<file path="src/core/cfsa_pkg.sv">
package cfsa_pkg;
   // command types as decoded by the front end
   typedef enum logic [1:0] {
      INS_UNBLOCK = 2'b00,
      INS_DEACT = 2'b01,
      INS_ACT = 2'b10,
      INS_AUTH = 2'b11
   } cfsa_ins_e;

   // kinds of file operation asked of the gate
   typedef enum logic [1:0] {
      OP_SELECT = 2'b00,
      OP_ACTIVATE = 2'b01,
      OP_OTHER = 2'b10
   } cfsa_op_e;

   typedef enum logic [2:0] {
      ST_IDLE = 3'b000,
      ST_DATA = 3'b001,
      ST_EXEC = 3'b010,
      ST_RESP = 3'b011
   } cfsa_state_e;

   // selection-control codes for file commands
   localparam logic [7:0] SEL_FID = 8'h00;
   localparam logic [7:0] SEL_PATH_MF = 8'h08;
   localparam logic [7:0] SEL_PATH_DF = 8'h09;

   // unblock data layout: code in bytes 1..8, new pin in 9..16
   localparam logic [7:0] UNBLK_LC = 8'h10;
   localparam int UNBLK_HALF_BITS = 64;

   // key reference fields
   localparam int KEY_SCOPE_BIT = 7;
   localparam int KEY_RSV_HI = 6;
   localparam int KEY_RSV_LO = 5;
   localparam int KEY_NUM_HI = 4;

   // status words
   localparam logic [15:0] SW_OK = 16'h9000;
   localparam logic [11:0] SW_RETRY_HI = 12'h63C;
   localparam logic [15:0] SW_WRONG_LEN = 16'h6700;
   localparam logic [15:0] SW_SEC_FAIL = 16'h6982;
   localparam logic [15:0] SW_COND_USE = 16'h6985;
   localparam logic [15:0] SW_NOT_FOUND = 16'h6A82;
   localparam logic [15:0] SW_WRONG_P1P2 = 16'h6A86;
   localparam logic [15:0] SW_RESET = 16'h0000;

   localparam logic [15:0] MIX_RESET = 16'h0000;
endpackage

</file>
<file path="src/core/cfsa_auth_mix.sv">
`timescale 1ns/10ps
`default_nettype none
module cfsa_auth_mix (
   input wire logic clk,
   input wire logic rst_n,
   input wire logic clear,
   input wire logic absorb,
   input wire logic squeeze,
   input wire logic [7:0] din,
   input wire logic [7:0] secret,
   output logic [7:0] dout
);
   logic [15:0] state_r;
   logic [15:0] state_nxt;
   wire [15:0] rot = {state_r[14:0], state_r[15]};
   wire [15:0] fb = {state_r[14:0], state_r[15] ^ state_r[13]};

   // challenge folds into the keyed state; squeezing keeps stirring the secret in
   // secret and challenge sit in opposite halves so the output fold cannot cancel the challenge
   assign state_nxt = clear ? cfsa_pkg::MIX_RESET :
                      absorb ? (rot ^ {secret, din}) :
                      squeeze ? (fb ^ {8'h00, secret}) : state_r;
   assign dout = state_r[7:0] ^ state_r[15:8];

   always_ff @(posedge clk) begin
      if (!rst_n) begin
         state_r <= cfsa_pkg::MIX_RESET;
      end else begin
         state_r <= state_nxt;
      end
   end
endmodule
`default_nettype wire

</file>
<file path="src/core/cfsa_cmd.sv">
// Function
// unblock data is empty (query) or sixteen bytes: code then new pin
// deactivation sets the file's deactivated flag, reversibly
// deactivation only when its access condition holds, else refused
// successful deactivate or activate makes target the current file
// failed deactivate or activate leaves current file and directory unchanged
// deactivated file refuses all operations but select and activate
// selection control: 00 file id, 08 path from root, 09 from directory
// both parameters zero and no data means the current file
// successful activation clears the deactivated flag
// activation only when its access condition holds
// terminal selects an application before authenticating
// authentication output mixes terminal challenge with the card secret
// algorithm byte zero means algorithm implied by the application
// key byte: scope bit, two zero bits, number 01 to 1F
// key byte zero means key implied by the application
// data count must equal declared length; reply gives requested byte count
// empty unblock returns retries left in the status low nibble
// reserved parameter codes give error status and touch no state; SEL_CTRL still takes the reserved P1 and the mixer is cleared
`timescale 1ns/10ps
`default_nettype none
module cfsa_cmd #(
   parameter int NUM_FILES = 8,
   parameter int FW = $clog2(NUM_FILES)
) (
   input wire logic MCLK,
   input wire logic RST_N,
   input wire logic CMD_VALID,
   input wire logic [1:0] CMD_INS,
   input wire logic [7:0] CMD_P1,
   input wire logic [7:0] CMD_P2,
   input wire logic [7:0] CMD_LC,
   input wire logic [7:0] CMD_LE,
   input wire logic APP_SELECTED,
   input wire logic DATA_VALID,
   input wire logic DATA_LAST,
   input wire logic [7:0] DATA_BYTE,
   input wire logic [FW-1:0] TARGET_FILE,
   input wire logic TARGET_FOUND,
   input wire logic ACC_DEACT_OK,
   input wire logic ACC_REACT_OK,
   input wire logic [7:0] SECRET,
   input wire logic [3:0] UNBLK_RETRIES,
   input wire logic OP_REQ,
   input wire logic [1:0] OP_KIND,
   input wire logic [FW-1:0] OP_FILE,
   output logic BUSY,
   output logic DONE,
   output logic [15:0] SW,
   output logic [7:0] SEL_CTRL,
   output logic [FW-1:0] CUR_EF,
   output logic [NUM_FILES-1:0] FILE_DEACT,
   output logic UNBLK_REQ,
   output logic [63:0] UNBLK_CODE,
   output logic [63:0] NEW_PIN,
   output logic ALG_IMPLICIT,
   output logic KEY_IMPLICIT,
   output logic KEY_SPECIFIC,
   output logic [4:0] KEY_NUM,
   output logic RESP_VALID,
   output logic [7:0] RESP_BYTE,
   output logic OP_GRANT,
   output logic OP_DENY
);
   cfsa_pkg::cfsa_state_e st_r, st_nxt;
   logic [1:0] ins_r;
   logic [7:0] p1_r, p2_r, lc_r, le_r, cnt_r, cnt_nxt;
   logic [127:0] buf_r;
   logic [15:0] sw_r, sw_nxt;
   logic done_r, done_nxt, unblk_r, unblk_nxt;
   logic [FW-1:0] cur_ef_r;
   logic [NUM_FILES-1:0] deact_r;
   logic alg_imp_r, key_imp_r, key_spec_r;
   logic [4:0] key_num_r;
   logic resp_v_r, grant_r, deny_r;
   logic busy_r;
   logic [7:0] resp_r;
   wire [7:0] mix_dout;

   // header checks done as the header arrives
   wire idle = (st_r == cfsa_pkg::ST_IDLE);
   wire take = idle && CMD_VALID;
   wire is_unblk = (CMD_INS == cfsa_pkg::INS_UNBLOCK);
   wire is_auth = (CMD_INS == cfsa_pkg::INS_AUTH);
   wire is_file = !is_unblk && !is_auth;
   wire sel_ok = (CMD_P1 == cfsa_pkg::SEL_FID) || (CMD_P1 == cfsa_pkg::SEL_PATH_MF) ||
                 (CMD_P1 == cfsa_pkg::SEL_PATH_DF);
   wire key_rsv = (CMD_P2[cfsa_pkg::KEY_RSV_HI:cfsa_pkg::KEY_RSV_LO] != 2'b00) ||
                  ((CMD_P2 != 8'h00) && (CMD_P2[cfsa_pkg::KEY_NUM_HI:0] == 5'h00));
   wire path_no_data = (CMD_P1 != cfsa_pkg::SEL_FID) && (CMD_LC == 8'h00);
   wire [15:0] hdr_sw =
      is_unblk ? ((CMD_P1 != 8'h00) ? cfsa_pkg::SW_WRONG_P1P2 :
                  ((CMD_LC != 8'h00) && (CMD_LC != cfsa_pkg::UNBLK_LC)) ? cfsa_pkg::SW_WRONG_LEN :
                  cfsa_pkg::SW_OK) :
      is_file ? ((!sel_ok || (CMD_P2 != 8'h00)) ? cfsa_pkg::SW_WRONG_P1P2 :
                 path_no_data ? cfsa_pkg::SW_WRONG_LEN : cfsa_pkg::SW_OK) :
      (!APP_SELECTED ? cfsa_pkg::SW_COND_USE :
       key_rsv ? cfsa_pkg::SW_WRONG_P1P2 :
       (CMD_LC == 8'h00) ? cfsa_pkg::SW_WRONG_LEN : cfsa_pkg::SW_OK);
   wire hdr_err = (hdr_sw != cfsa_pkg::SW_OK);

   // data phase: the declared length must meet the terminal's last-byte mark
   wire in_data = (st_r == cfsa_pkg::ST_DATA) && DATA_VALID;
   wire last_byte = ((cnt_r + 8'h01) == lc_r);
   wire len_bad = in_data && (DATA_LAST != last_byte);

   // target of a file command: current file when nothing else is named
   wire use_cur = (p1_r == 8'h00) && (p2_r == 8'h00) && (lc_r == 8'h00);
   wire [FW-1:0] tgt = use_cur ? cur_ef_r : TARGET_FILE;
   wire found = use_cur || TARGET_FOUND;
   wire exec = (st_r == cfsa_pkg::ST_EXEC);
   wire exec_file = exec && ((ins_r == cfsa_pkg::INS_DEACT) || (ins_r == cfsa_pkg::INS_ACT));
   wire acc_ok = (ins_r == cfsa_pkg::INS_DEACT) ? ACC_DEACT_OK : ACC_REACT_OK;
   wire file_ok = exec_file && found && acc_ok;
   wire exec_deact_ok = file_ok && (ins_r == cfsa_pkg::INS_DEACT);
   wire exec_act_ok = file_ok && (ins_r == cfsa_pkg::INS_ACT);
   wire in_resp = (st_r == cfsa_pkg::ST_RESP);
   wire resp_last = ((cnt_r + 8'h01) == le_r);

   // sequencing of one command; errors return to idle without touching file state
   always_comb begin
      st_nxt = st_r;
      cnt_nxt = cnt_r;
      sw_nxt = sw_r;
      done_nxt = 1'b0;
      unblk_nxt = 1'b0;
      case (st_r)
         cfsa_pkg::ST_IDLE: begin
            cnt_nxt = 8'h00;
            if (take) begin
               if (hdr_err) begin
                  sw_nxt = hdr_sw;
                  done_nxt = 1'b1;
               end else begin
                  st_nxt = (CMD_LC == 8'h00) ? cfsa_pkg::ST_EXEC : cfsa_pkg::ST_DATA;
               end
            end
         end
         cfsa_pkg::ST_DATA: begin
            if (len_bad) begin
               sw_nxt = cfsa_pkg::SW_WRONG_LEN;
               done_nxt = 1'b1;
               st_nxt = cfsa_pkg::ST_IDLE;
            end else if (in_data) begin
               cnt_nxt = cnt_r + 8'h01;
               if (last_byte) begin
                  st_nxt = cfsa_pkg::ST_EXEC;
               end
            end
         end
         cfsa_pkg::ST_EXEC: begin
            cnt_nxt = 8'h00;
            done_nxt = 1'b1;
            st_nxt = cfsa_pkg::ST_IDLE;
            if (ins_r == cfsa_pkg::INS_UNBLOCK) begin
               if (lc_r == 8'h00) begin
                  sw_nxt = {cfsa_pkg::SW_RETRY_HI, UNBLK_RETRIES};
               end else begin
                  sw_nxt = cfsa_pkg::SW_OK;
                  unblk_nxt = 1'b1;
               end
            end else if (ins_r == cfsa_pkg::INS_AUTH) begin
               sw_nxt = cfsa_pkg::SW_OK;
               if (le_r != 8'h00) begin
                  done_nxt = 1'b0;
                  st_nxt = cfsa_pkg::ST_RESP;
               end
            end else if (!found) begin
               sw_nxt = cfsa_pkg::SW_NOT_FOUND;
            end else if (!acc_ok) begin
               sw_nxt = cfsa_pkg::SW_SEC_FAIL;
            end else begin
               sw_nxt = cfsa_pkg::SW_OK;
            end
         end
         cfsa_pkg::ST_RESP: begin
            cnt_nxt = cnt_r + 8'h01;
            if (resp_last) begin
               done_nxt = 1'b1;
               st_nxt = cfsa_pkg::ST_IDLE;
            end
         end
         default: begin
            st_nxt = cfsa_pkg::ST_IDLE;
         end
      endcase
   end

   // sequencer and header registers
   always_ff @(posedge MCLK) begin
      if (!RST_N) begin
         st_r <= cfsa_pkg::ST_IDLE;
         busy_r <= 1'b0;
         cnt_r <= 8'h00;
         sw_r <= cfsa_pkg::SW_RESET;
         done_r <= 1'b0;
         unblk_r <= 1'b0;
         ins_r <= 2'h0;
         p1_r <= 8'h00;
         p2_r <= 8'h00;
         lc_r <= 8'h00;
         le_r <= 8'h00;
      end else begin
         st_r <= st_nxt;
         busy_r <= (st_nxt != cfsa_pkg::ST_IDLE); // flop copy of the state test, same timing
         cnt_r <= cnt_nxt;
         sw_r <= sw_nxt;
         done_r <= done_nxt;
         unblk_r <= unblk_nxt;
         if (take) begin
            ins_r <= CMD_INS;
            p1_r <= CMD_P1;
            p2_r <= CMD_P2;
            lc_r <= CMD_LC;
            le_r <= CMD_LE;
         end
      end
   end

   // unblock bytes shift in msb first, so byte one lands on top
   always_ff @(posedge MCLK) begin
      if (!RST_N) begin
         buf_r <= 128'h0;
      end else if (in_data && (ins_r == cfsa_pkg::INS_UNBLOCK)) begin
         buf_r <= {buf_r[119:0], DATA_BYTE};
      end
   end

   // key and algorithm decode, caught at header time for the key store
   always_ff @(posedge MCLK) begin
      if (!RST_N) begin
         alg_imp_r <= 1'b0;
         key_imp_r <= 1'b0;
         key_spec_r <= 1'b0;
         key_num_r <= 5'h00;
      end else if (take && is_auth && !hdr_err) begin
         alg_imp_r <= (CMD_P1 == 8'h00);
         key_imp_r <= (CMD_P2 == 8'h00);
         key_spec_r <= CMD_P2[cfsa_pkg::KEY_SCOPE_BIT];
         key_num_r <= CMD_P2[cfsa_pkg::KEY_NUM_HI:0];
      end
   end

   // current file moves only on success; directory is never written here
   always_ff @(posedge MCLK) begin
      if (!RST_N) begin
         cur_ef_r <= '0;
      end else if (file_ok) begin
         cur_ef_r <= tgt;
      end
   end

   // one deactivated flag per file, kept as its life-cycle status bit
   genvar gi;
   generate
      for (gi = 0; gi < NUM_FILES; gi = gi + 1) begin : g_lcs
         always_ff @(posedge MCLK) begin
            if (!RST_N) begin
               deact_r[gi] <= 1'b0;
            end else if (exec_deact_ok && (tgt == FW'(gi))) begin
               deact_r[gi] <= 1'b1;
            end else if (exec_act_ok && (tgt == FW'(gi))) begin
               deact_r[gi] <= 1'b0;
            end
         end
      end
   endgenerate

   // answer bytes registered so the port sees a clean byte per cycle
   always_ff @(posedge MCLK) begin
      if (!RST_N) begin
         resp_v_r <= 1'b0;
         resp_r <= 8'h00;
         grant_r <= 1'b0;
         deny_r <= 1'b0;
      end else begin
         resp_v_r <= in_resp;
         resp_r <= in_resp ? mix_dout : 8'h00;
         grant_r <= OP_REQ && ((OP_KIND != cfsa_pkg::OP_OTHER) || !deact_r[OP_FILE]);
         deny_r <= OP_REQ && (OP_KIND == cfsa_pkg::OP_OTHER) && deact_r[OP_FILE];
      end
   end

   // stateful mixer; a fresh command clears it so answers never leak across
   cfsa_auth_mix u_mix (
      .clk(MCLK),
      .rst_n(RST_N),
      .clear(take),
      .absorb(in_data && (ins_r == cfsa_pkg::INS_AUTH)),
      .squeeze(in_resp),
      .din(DATA_BYTE),
      .secret(SECRET),
      .dout(mix_dout)
   );

   assign BUSY = busy_r;
   assign DONE = done_r;
   assign SW = sw_r;
   assign SEL_CTRL = p1_r;
   assign CUR_EF = cur_ef_r;
   assign FILE_DEACT = deact_r;
   assign UNBLK_REQ = unblk_r;
   assign UNBLK_CODE = buf_r[127:cfsa_pkg::UNBLK_HALF_BITS];
   assign NEW_PIN = buf_r[cfsa_pkg::UNBLK_HALF_BITS-1:0];
   assign ALG_IMPLICIT = alg_imp_r;
   assign KEY_IMPLICIT = key_imp_r;
   assign KEY_SPECIFIC = key_spec_r;
   assign KEY_NUM = key_num_r;
   assign RESP_VALID = resp_v_r;
   assign RESP_BYTE = resp_r;
   assign OP_GRANT = grant_r;
   assign OP_DENY = deny_r;

   property p_unblk_len;
      @(posedge MCLK) disable iff (!RST_N)
      take && is_unblk && (CMD_P1 == 8'h00) && (CMD_LC != 8'h00) && (CMD_LC != 8'h10)
      |=> DONE && (SW == 16'h6700) && !BUSY;
   endproperty
   a_unblk_len: assert property (p_unblk_len) else $error("bad unblock length not refused");

   property p_deact_set;
      @(posedge MCLK) disable iff (!RST_N)
      exec_deact_ok |=> FILE_DEACT[$past(tgt)] && (SW == 16'h9000);
   endproperty
   a_deact_set: assert property (p_deact_set) else $error("deactivated flag not set");

   property p_deact_refuse;
      @(posedge MCLK) disable iff (!RST_N)
      exec_file && found && !acc_ok |=> (SW == 16'h6982) && $stable(FILE_DEACT);
   endproperty
   a_deact_refuse: assert property (p_deact_refuse) else $error("access condition ignored");

   property p_cur_ef;
      @(posedge MCLK) disable iff (!RST_N)
      file_ok |=> (CUR_EF == $past(tgt)) && DONE;
   endproperty
   a_cur_ef: assert property (p_cur_ef) else $error("current file not updated");

   property p_fail_keep;
      @(posedge MCLK) disable iff (!RST_N)
      exec_file && !file_ok |=> $stable(CUR_EF) && (SW != 16'h9000);
   endproperty
   a_fail_keep: assert property (p_fail_keep) else $error("current file moved on failure");

   property p_gate;
      @(posedge MCLK) disable iff (!RST_N)
      OP_REQ && (OP_KIND == 2'b10) && FILE_DEACT[OP_FILE] |=> OP_DENY && !OP_GRANT;
   endproperty
   a_gate: assert property (p_gate) else $error("operation on deactivated file granted");

   property p_sel_rsv;
      @(posedge MCLK) disable iff (!RST_N)
      take && is_file && !sel_ok |=> DONE && (SW == 16'h6A86) ##1 $stable(CUR_EF);
   endproperty
   a_sel_rsv: assert property (p_sel_rsv) else $error("reserved selection accepted");

   property p_resp_count;
      @(posedge MCLK) disable iff (!RST_N)
      exec && (ins_r == 2'b11) && (le_r == 8'h03) |=> ##1 RESP_VALID [*3] ##1 !RESP_VALID;
   endproperty
   a_resp_count: assert property (p_resp_count) else $error("answer byte count wrong");

   property p_query;
      @(posedge MCLK) disable iff (!RST_N)
      exec && (ins_r == 2'b00) && (lc_r == 8'h00) |=> (SW[15:4] == 12'h63C) && (SW[3:0] == $past(UNBLK_RETRIES));
   endproperty
   a_query: assert property (p_query) else $error("retry count not reported");
endmodule
`default_nettype wire

</file>
<file path="config.mk">
export PLATFORM = sky130hd
export DESIGN_NAME = cfsa_cmd
export DESIGN_NICKNAME = d
export VERILOG_FILES = /design/src/core/cfsa_pkg.sv /design/src/core/cfsa_auth_mix.sv /design/src/core/cfsa_cmd.sv
export SDC_FILE = /design/constraint.sdc
export NUM_CORES = 1
export LEC_CHECK = 0
export BUFFER_PORTS_ARGS = -buffer_cell sky130_fd_sc_hd__buf_2
export CORE_MARGIN = 5
export CORE_UTILIZATION = 48
export DETAILED_ROUTE_END_ITERATION = 10
export GPL_TIMING_DRIVEN = 0
export PLACE_DENSITY = 0.84
export SYNTH_ARGS = -nofsm -noshare
export SYNTH_HDL_FRONTEND = slang
export SYNTH_SLANG_ARGS = --single-unit
</file>
<file path="constraint.sdc">
create_clock -name MCLK -period 2.7 [get_ports MCLK]
set_input_delay 0.135 -clock MCLK [delete_from_list [all_inputs] [get_ports MCLK]]
set_output_delay 0.135 -clock MCLK [all_outputs]
set_load 0.005 [all_outputs]
</file>
==> results of run 1 <==
==> area by class of cell <==
cell class,instances,area share [%]
buffer,77,2.554
multi-input combinational,873,36.93
clock buffer,32,5.148
inverter,10,0.2925
sequential,234,36.50
tap,270,2.632
timing repair buffer,313,14.57
antenna,3,0.05850
clock inverter,10,1.316
==> power by group <==
part,switching [mW],internal (mW),total [mW]
Combinational,0.306,0.232,0.538
Sequential,0.0321,3.49,3.52
Clock,1.37,2.11,3.47
Total,1.70,5.83,7.53
==> logic make-up after synthesis <==
| logic type | after synthesis | share of synthesized area (%) |
|---|---|---|
| other | 1 | 0.03853 |
| and+or+nand+nor | 514 | 22.77 |
| adders and majority gates | 7 | 0.8998 |
| AOI/OAI and AO/OA | 278 | 16.75 |
| xor gates and xnor gates | 41 | 4.229 |
| muxes | 30 | 3.394 |
| DFF | 234 | 48.13 |
| buffers and inverters | 89 | 3.792 |
==> what timing repair did <==
action / 4_1_cts / 5_1_grt
cloned: 0 / 0
setup buffers: 1 / 1
resized for setup: 0 / 16
setup endpoints to repair: 17 / 54
hold endpoints to repair: 64 / 0
hold buffers: 57 / 0
pin swaps: 1 / 3
==> registers in the layout (all words and copies together) (netlist names) <==
register       cells
SW                12
CUR_EF             3
OP_GRANT           1
KEY_IMPLICIT       1
buf_r            128
st_r               3
BUSY               1
RESP_VALID         1
p2_r               8
le_r               8
ins_r              2
DONE               1
ALG_IMPLICIT       1
u_mix.state_r     16
OP_DENY            1
lc_r               8
RESP_BYTE          8
cnt_r              8
KEY_NUM            5
KEY_SPECIFIC       1
FILE_DEACT         8
UNBLK_REQ          1
SEL_CTRL           8
==> synthesized netlist by cell type, drive strengths merged (3+ instances only) <==
cell type | instances | area (µm²)
nand2 | 377 | 1415
dfxtp | 234 | 4684
a21oi | 187 | 935.9
clkbuf | 67 | 251.5
nor2 | 38 | 142.6
o21ai | 29 | 145.1
xnor2 | 29 | 254.0
mux2i | 24 | 240.2
nand3 | 22 | 110.1
a211oi | 16 | 132.6
nor3 | 16 | 80.08
nor4 | 13 | 111.4
buf | 12 | 80.08
inv | 10 | 37.54
o211ai | 9 | 67.56
xor2 | 9 | 86.34
ha | 7 | 87.58
nand4 | 6 | 43.79
and4 | 5 | 46.29
nand2b | 5 | 31.28
or3 | 5 | 31.28
a31oi | 4 | 31.28
and3 | 4 | 30.03
mux2 | 4 | 45.04
o22ai | 4 | 25.02
a41oi | 3 | 26.28
and2 | 3 | 18.77
nand3b | 3 | 22.52
nor2b | 3 | 18.77
nor3b | 3 | 22.52
o21bai | 3 | 22.52
o41ai | 3 | 41.29
or2 | 3 | 18.77
or4 | 3 | 22.52
xor3 | 3 | 71.32
==> per-layer routing <==
metal  track usage [%]  part of all wire [%]
met5                 0                 0.023
met4             7.705                   2.7
met3             5.907                   8.6
met2             43.42                    49
met1             31.40                    40
==> final timing paths <==
| kind | end | from | cells after the start | slack, ns |
|---|---|---|---|---|
| min reg2reg | buf_r[123] | buf_r[123] | 2 | 0.45 |
| max reg2reg | SW[14] | cnt_r[1] | 8 | 0.15 |
| max | BUSY | CMD_INS[0] | 11 | 0.13 |
| min | SW[0] | UNBLK_RETRIES[0] | 5 | 0.03 |
==> layout by cell type (no fill, tap or decap), drive strengths merged, types with 7 or more instances in the layout <==
master / instances
nand2: 377
buf: 268
dfxtp: 234
a21oi: 187
clkbuf: 97
dlygate4sd3: 57
nor2: 38
xnor2: 29
o21ai: 29
mux2i: 24
nand3: 22
nor3: 16
a211oi: 16
nor4: 13
inv: 10
o211ai: 9
xor2: 9
ha: 7
==> worst reg2reg max path, cell delays in order, from the launching register on <==
cell and delay, ns:
dfxtp_1 0.46, ha_4 0.23, xor3_1 0.24, nor3_1 0.20, o2111a_1 0.28, and4_4 0.31
xor2_2 0.12, o31a_2 0.36, o221a_1 0.25
==> metrics by stage <==
| stage | utilization (%) | setup WS, ns | power [mW] | TNS [ns] |
|---|---|---|---|---|
| 5_1_grt | 63.83 | -0.005246 | 7.758 | -0.005246 |
| 3_3_place_gp | 56.45 | -0.03525 | 4.027 | -0.1557 |
| 3_5_place_dp | 56.45 | -0.08637 | 4.038 | -0.6484 |
| 2_1_floorplan | - | 0.2535 | 3.852 | 0 |
| 6_report | 63.83 | 0.1312 | 7.531 | 0 |
| 4_1_cts | 63.50 | 0.007618 | 7.555 | 0 |
==> metrics.txt, run 1 <==
Top delay family on crit path=simple AND/OR/NAND/NOR gates; Area Overhead vs Synth=31.86%; RSZ-0062 raised after global routing=yes; Yosys reg bits=234; Cells after Synth=1194; Die Area=0.02323 mm²; Die X=152.4 µm; total iterations of the first detailed-routing run=7; final hold viol count=0; Initial Utilization=48.41%; Clock Path Buffers=3; worst stage delay on the critical path=0.54 ns; HPWL Detailed=21460 µm; Fin Clk Skew=0.007769 ns; f_max=389.3 MHz; DRC=0; Startpoint Class=input pin; Yosys cell types=71; min Tclk post-route=2.569 ns; initial antenna violation count=4; Async S/R FF share, synth=0%; cts bufs inserted=24; Seq/Total Area, Yosys=48.13%; Post-DP Area=0.01135 mm²; net count of the finished layout=1612; synthesized area per cell=8.152 µm²; Bufs and invs on worst path=3; Clock Tree Root=clkbuf_16; critical path class=input pin to register; status=finished clean; Detailed Route Iter0 Violations=552; WL final=30740 µm; overall routing resource usage=25.19%; Post-DRT Antenna Nets=0; Tightest Pin Transition=0.7494 ns; Row Count=52; crit path cell chain=dlygate4sd3_1, buf_2, inv_1, ha_2, nor3_4, nand2_1, or4_1, and3_4, and3_1, a222oi_1, a21oi_1; max-cap viol count=0; Final Max Slew Viols=0; Sink Count=234; register area=0.004684 mm²; I/O Pins=257; clk slew on worst S/H paths=0.06 ns; largest net degree at the start of global routing=15; die span in y=152.4 µm; first-pass GRT wire length=49660 µm; Slowest cell on crit path=dlygate4sd3_1; H-tree levels=1; PortBufs=254; Mapped Area=0.009733 mm²; GPL Wtd Cong=0.9665; # fillers=1648; ys flop type=dfxtp_1; Req. time, crit path=3.09 ns; final hold slack=0.03483 ns; core area=0.02010 mm²; Final Instance Area=0.01283 mm²; CP arrival=2.96 ns; Crit. End Element=register; Yosys warnings=0; Worst slew margin=50.04%; worst ir drop on vdd=0.0005015 V; area of the multi-input gates=0.004740 mm²; layout cell share with drive strength beyond 1=21.76%; grt ovf=0; Hold Crit Class=input pin to register; CTS tree=done; Crit Path Max Fanout=7; number of vias per cell=5.435; Static Leak=5.217 nW; dpl cells=1720; final std cells w/o fill=1822; Routed WL per cell=16.87 µm; via total after detailed routing=9902; Post-synth EDFFs=0; vias in the first global route=9666; Clock Latency Late Sink=0.52 ns; endpoints failing setup=0; period utilization=95.14%; cell area power density=586.8 mW/mm²
No activity file was read; power rests on OpenSTA's default activity.
==> inputs of run 2 (changes only) <==
--- a/config.mk
+++ b/config.mk
@@ -6,6 +6,7 @@
 export NUM_CORES = 1
 export LEC_CHECK = 0
 export BUFFER_PORTS_ARGS = -buffer_cell sky130_fd_sc_hd__buf_2
+export CORE_ASPECT_RATIO = 0.9
 export CORE_MARGIN = 5
 export CORE_UTILIZATION = 48
 export DETAILED_ROUTE_END_ITERATION = 10
==> run 2 against run 1 <==
  * Global-route usage about the same
  * Critical endpoint is now SW[14]
  * First-iteration DRC count is 49% higher
  * Clock power grew 6.6%
==> metrics.txt, run 2 (synthesized netlist as in run 1, its figures left out) <==
status=finished clean; CTS tree=done; Worst slew margin=49.25%; FF-to-FF setup slack=0.12 ns; Pwr Total=7.754 mW; Final Instance Area=0.01287 mm²; number of vias per cell=5.517; Row Count=49; worst r2r path cells=8; die span in y=145.1 µm; total iterations of the first detailed-routing run=5; Hold Path Depth=4; H-tree levels=1; Tightest Pin Transition=0.7613 ns; Area Overhead vs Synth=32.28%; Bufs and invs on worst path=0; overall routing resource usage=25.18%; Sink Count=234; Top delay family on crit path=compound AO/OA/AOI/OAI gates; R2R Path End=SW[14]; DRC=0; GPL Wtd Cong=0.9930; PortBufs=254; most frequent cells in the layout=376 x nand2_1, 258 x buf_2, 234 x dfxtp_1; via total after detailed routing=9992; Initial Utilization=48.70%; worst stage delay on the critical path=0.41 ns; Slowest cell on crit path=dfxtp_1; RSZ-0062 raised after global routing=no; Routed WL per cell=16.97 µm; Crit. End Element=register; cts bufs inserted=25; clk slew on worst S/H paths=0.06 ns; reg2reg start=cnt_r[1]; net count of the finished layout=1617; Req. time, crit path=3.11 ns; core area=0.01999 mm²; CP arrival=2.99 ns; Detailed Route Iter0 Violations=822; min Tclk post-route=2.582 ns; Post-DRT Antenna Nets=0; Clock Tree Root=clkbuf_16; Final Util=64.42%; cell area power density=602.2 mW/mm²; Die X=160.1 µm; Hold Crit Class=input pin to register; final hold viol count=0; Crit Path Max Fanout=7; WL final=30730 µm; HPWL Detailed=21750 µm; worst ir drop on vdd=0.0005866 V; Worst Hold Launch=UNBLK_RETRIES[1]; layout cell share with drive strength beyond 1=21.76%; largest net degree at the start of global routing=14; initial antenna violation count=3; Static Leak=5.250 nW; max-cap viol count=0; I/O Pins=257; Final Max Slew Viols=0; Post-DP Area=0.01133 mm²; first-pass GRT wire length=49670 µm; Startpoint Class=register; endpoints failing setup=0; Hold Path End=SW[1]; max reg flops=128; f_max=387.3 MHz; critical path class=register to register; period utilization=95.63%; Clock Path Buffers=3; Die Area=0.02323 mm²; vias in the first global route=9586; Clock Latency Late Sink=0.52 ns; grt ovf=0; Top reg by flops=buf_r; most common cell after layout, fill and taps aside=nand2_1; Fin Clk Skew=0.01060 ns; crit path cell chain=ha_2, xor3_1, nor3_1, o2111a_1, and4_4, xor2_2, o31a_2, o221a_1
==> run 2: cell type report <==
type                    count  area [µm²]
diodes                      3       7.507
plain buffers              78       331.6
clock buffers              34       709.4
clock inverters             8       175.2
fillers                  1626        7112
inverters                  10       37.54
multi-input cells         873        4716
flip-flops and latches    234        4684
well taps                 255       319.1
repair buffers            316        1894
==> run 2: where the power goes <==
part / internal, mW / total (mW) / switching (mW) / leakage [nW]
registers: 3.49 / 3.52 / 0.0300 / 1.89
logic: 0.232 / 0.537 / 0.304 / 2.93
clock network: 2.31 / 3.70 / 1.39 / 0.428
total: 6.03 / 7.75 / 1.72 / 5.25
==> run 2: how the worst max path moves through the flow <==
stage                  endpoint  startpoint  cells past startpoint
6_report                 SW[14]    cnt_r[1]                      8
5_1_grt                ins_r[0]     st_r[2]                      8
4_1_cts        u_mix.state_r[2]     st_r[2]                      7
3_5_place_dp              SW[7]    cnt_r[1]                      9
3_3_place_gp             SW[14]    cnt_r[1]                      9
2_1_floorplan            SW[14]    cnt_r[1]                      9
==> run 2: metal layers <==
layer | share of wire, % | GRT usage (%)
met5 | 0.042 | 0
met4 | 3.5 | 8.602
met3 | 8.9 | 5.530
met2 | 46 | 41.65
met1 | 41 | 32.74
==> run 2: worst register-to-register path: stages, from the launching register on <==
cell and delay (ns):
dfxtp_1 0.41, ha_2 0.32, xor3_1 0.25, nor3_1 0.19, o2111a_1 0.28, and4_4 0.30
xor2_2 0.11, o31a_2 0.37, o221a_1 0.25
==> run 2: through the flow <==
step	cells	TNS (ns)	hold slack [ns]	worst slack, ns
5_1_grt	1810	0	0.05564	0.001285
6_report	1811	0	0.03811	0.1180
3_5_place_dp	1705	-0.5536	0.3707	-0.07185
3_3_place_gp	1705	-0.1628	0.3635	-0.03250
2_1_floorplan	1196	0	0.2488	0.2535
4_1_cts	1805	0	0.02248	0.02661
==> run 2: repair_timing <==
action                                  4_1_cts  5_1_grt
pin swaps                                     1        1
hold buffers                                 58        0
endpoints found under the hold margin        65        0
endpoints found under the setup margin       17       66
setup buffers                                 1        3
gates resized for setup                       1       12
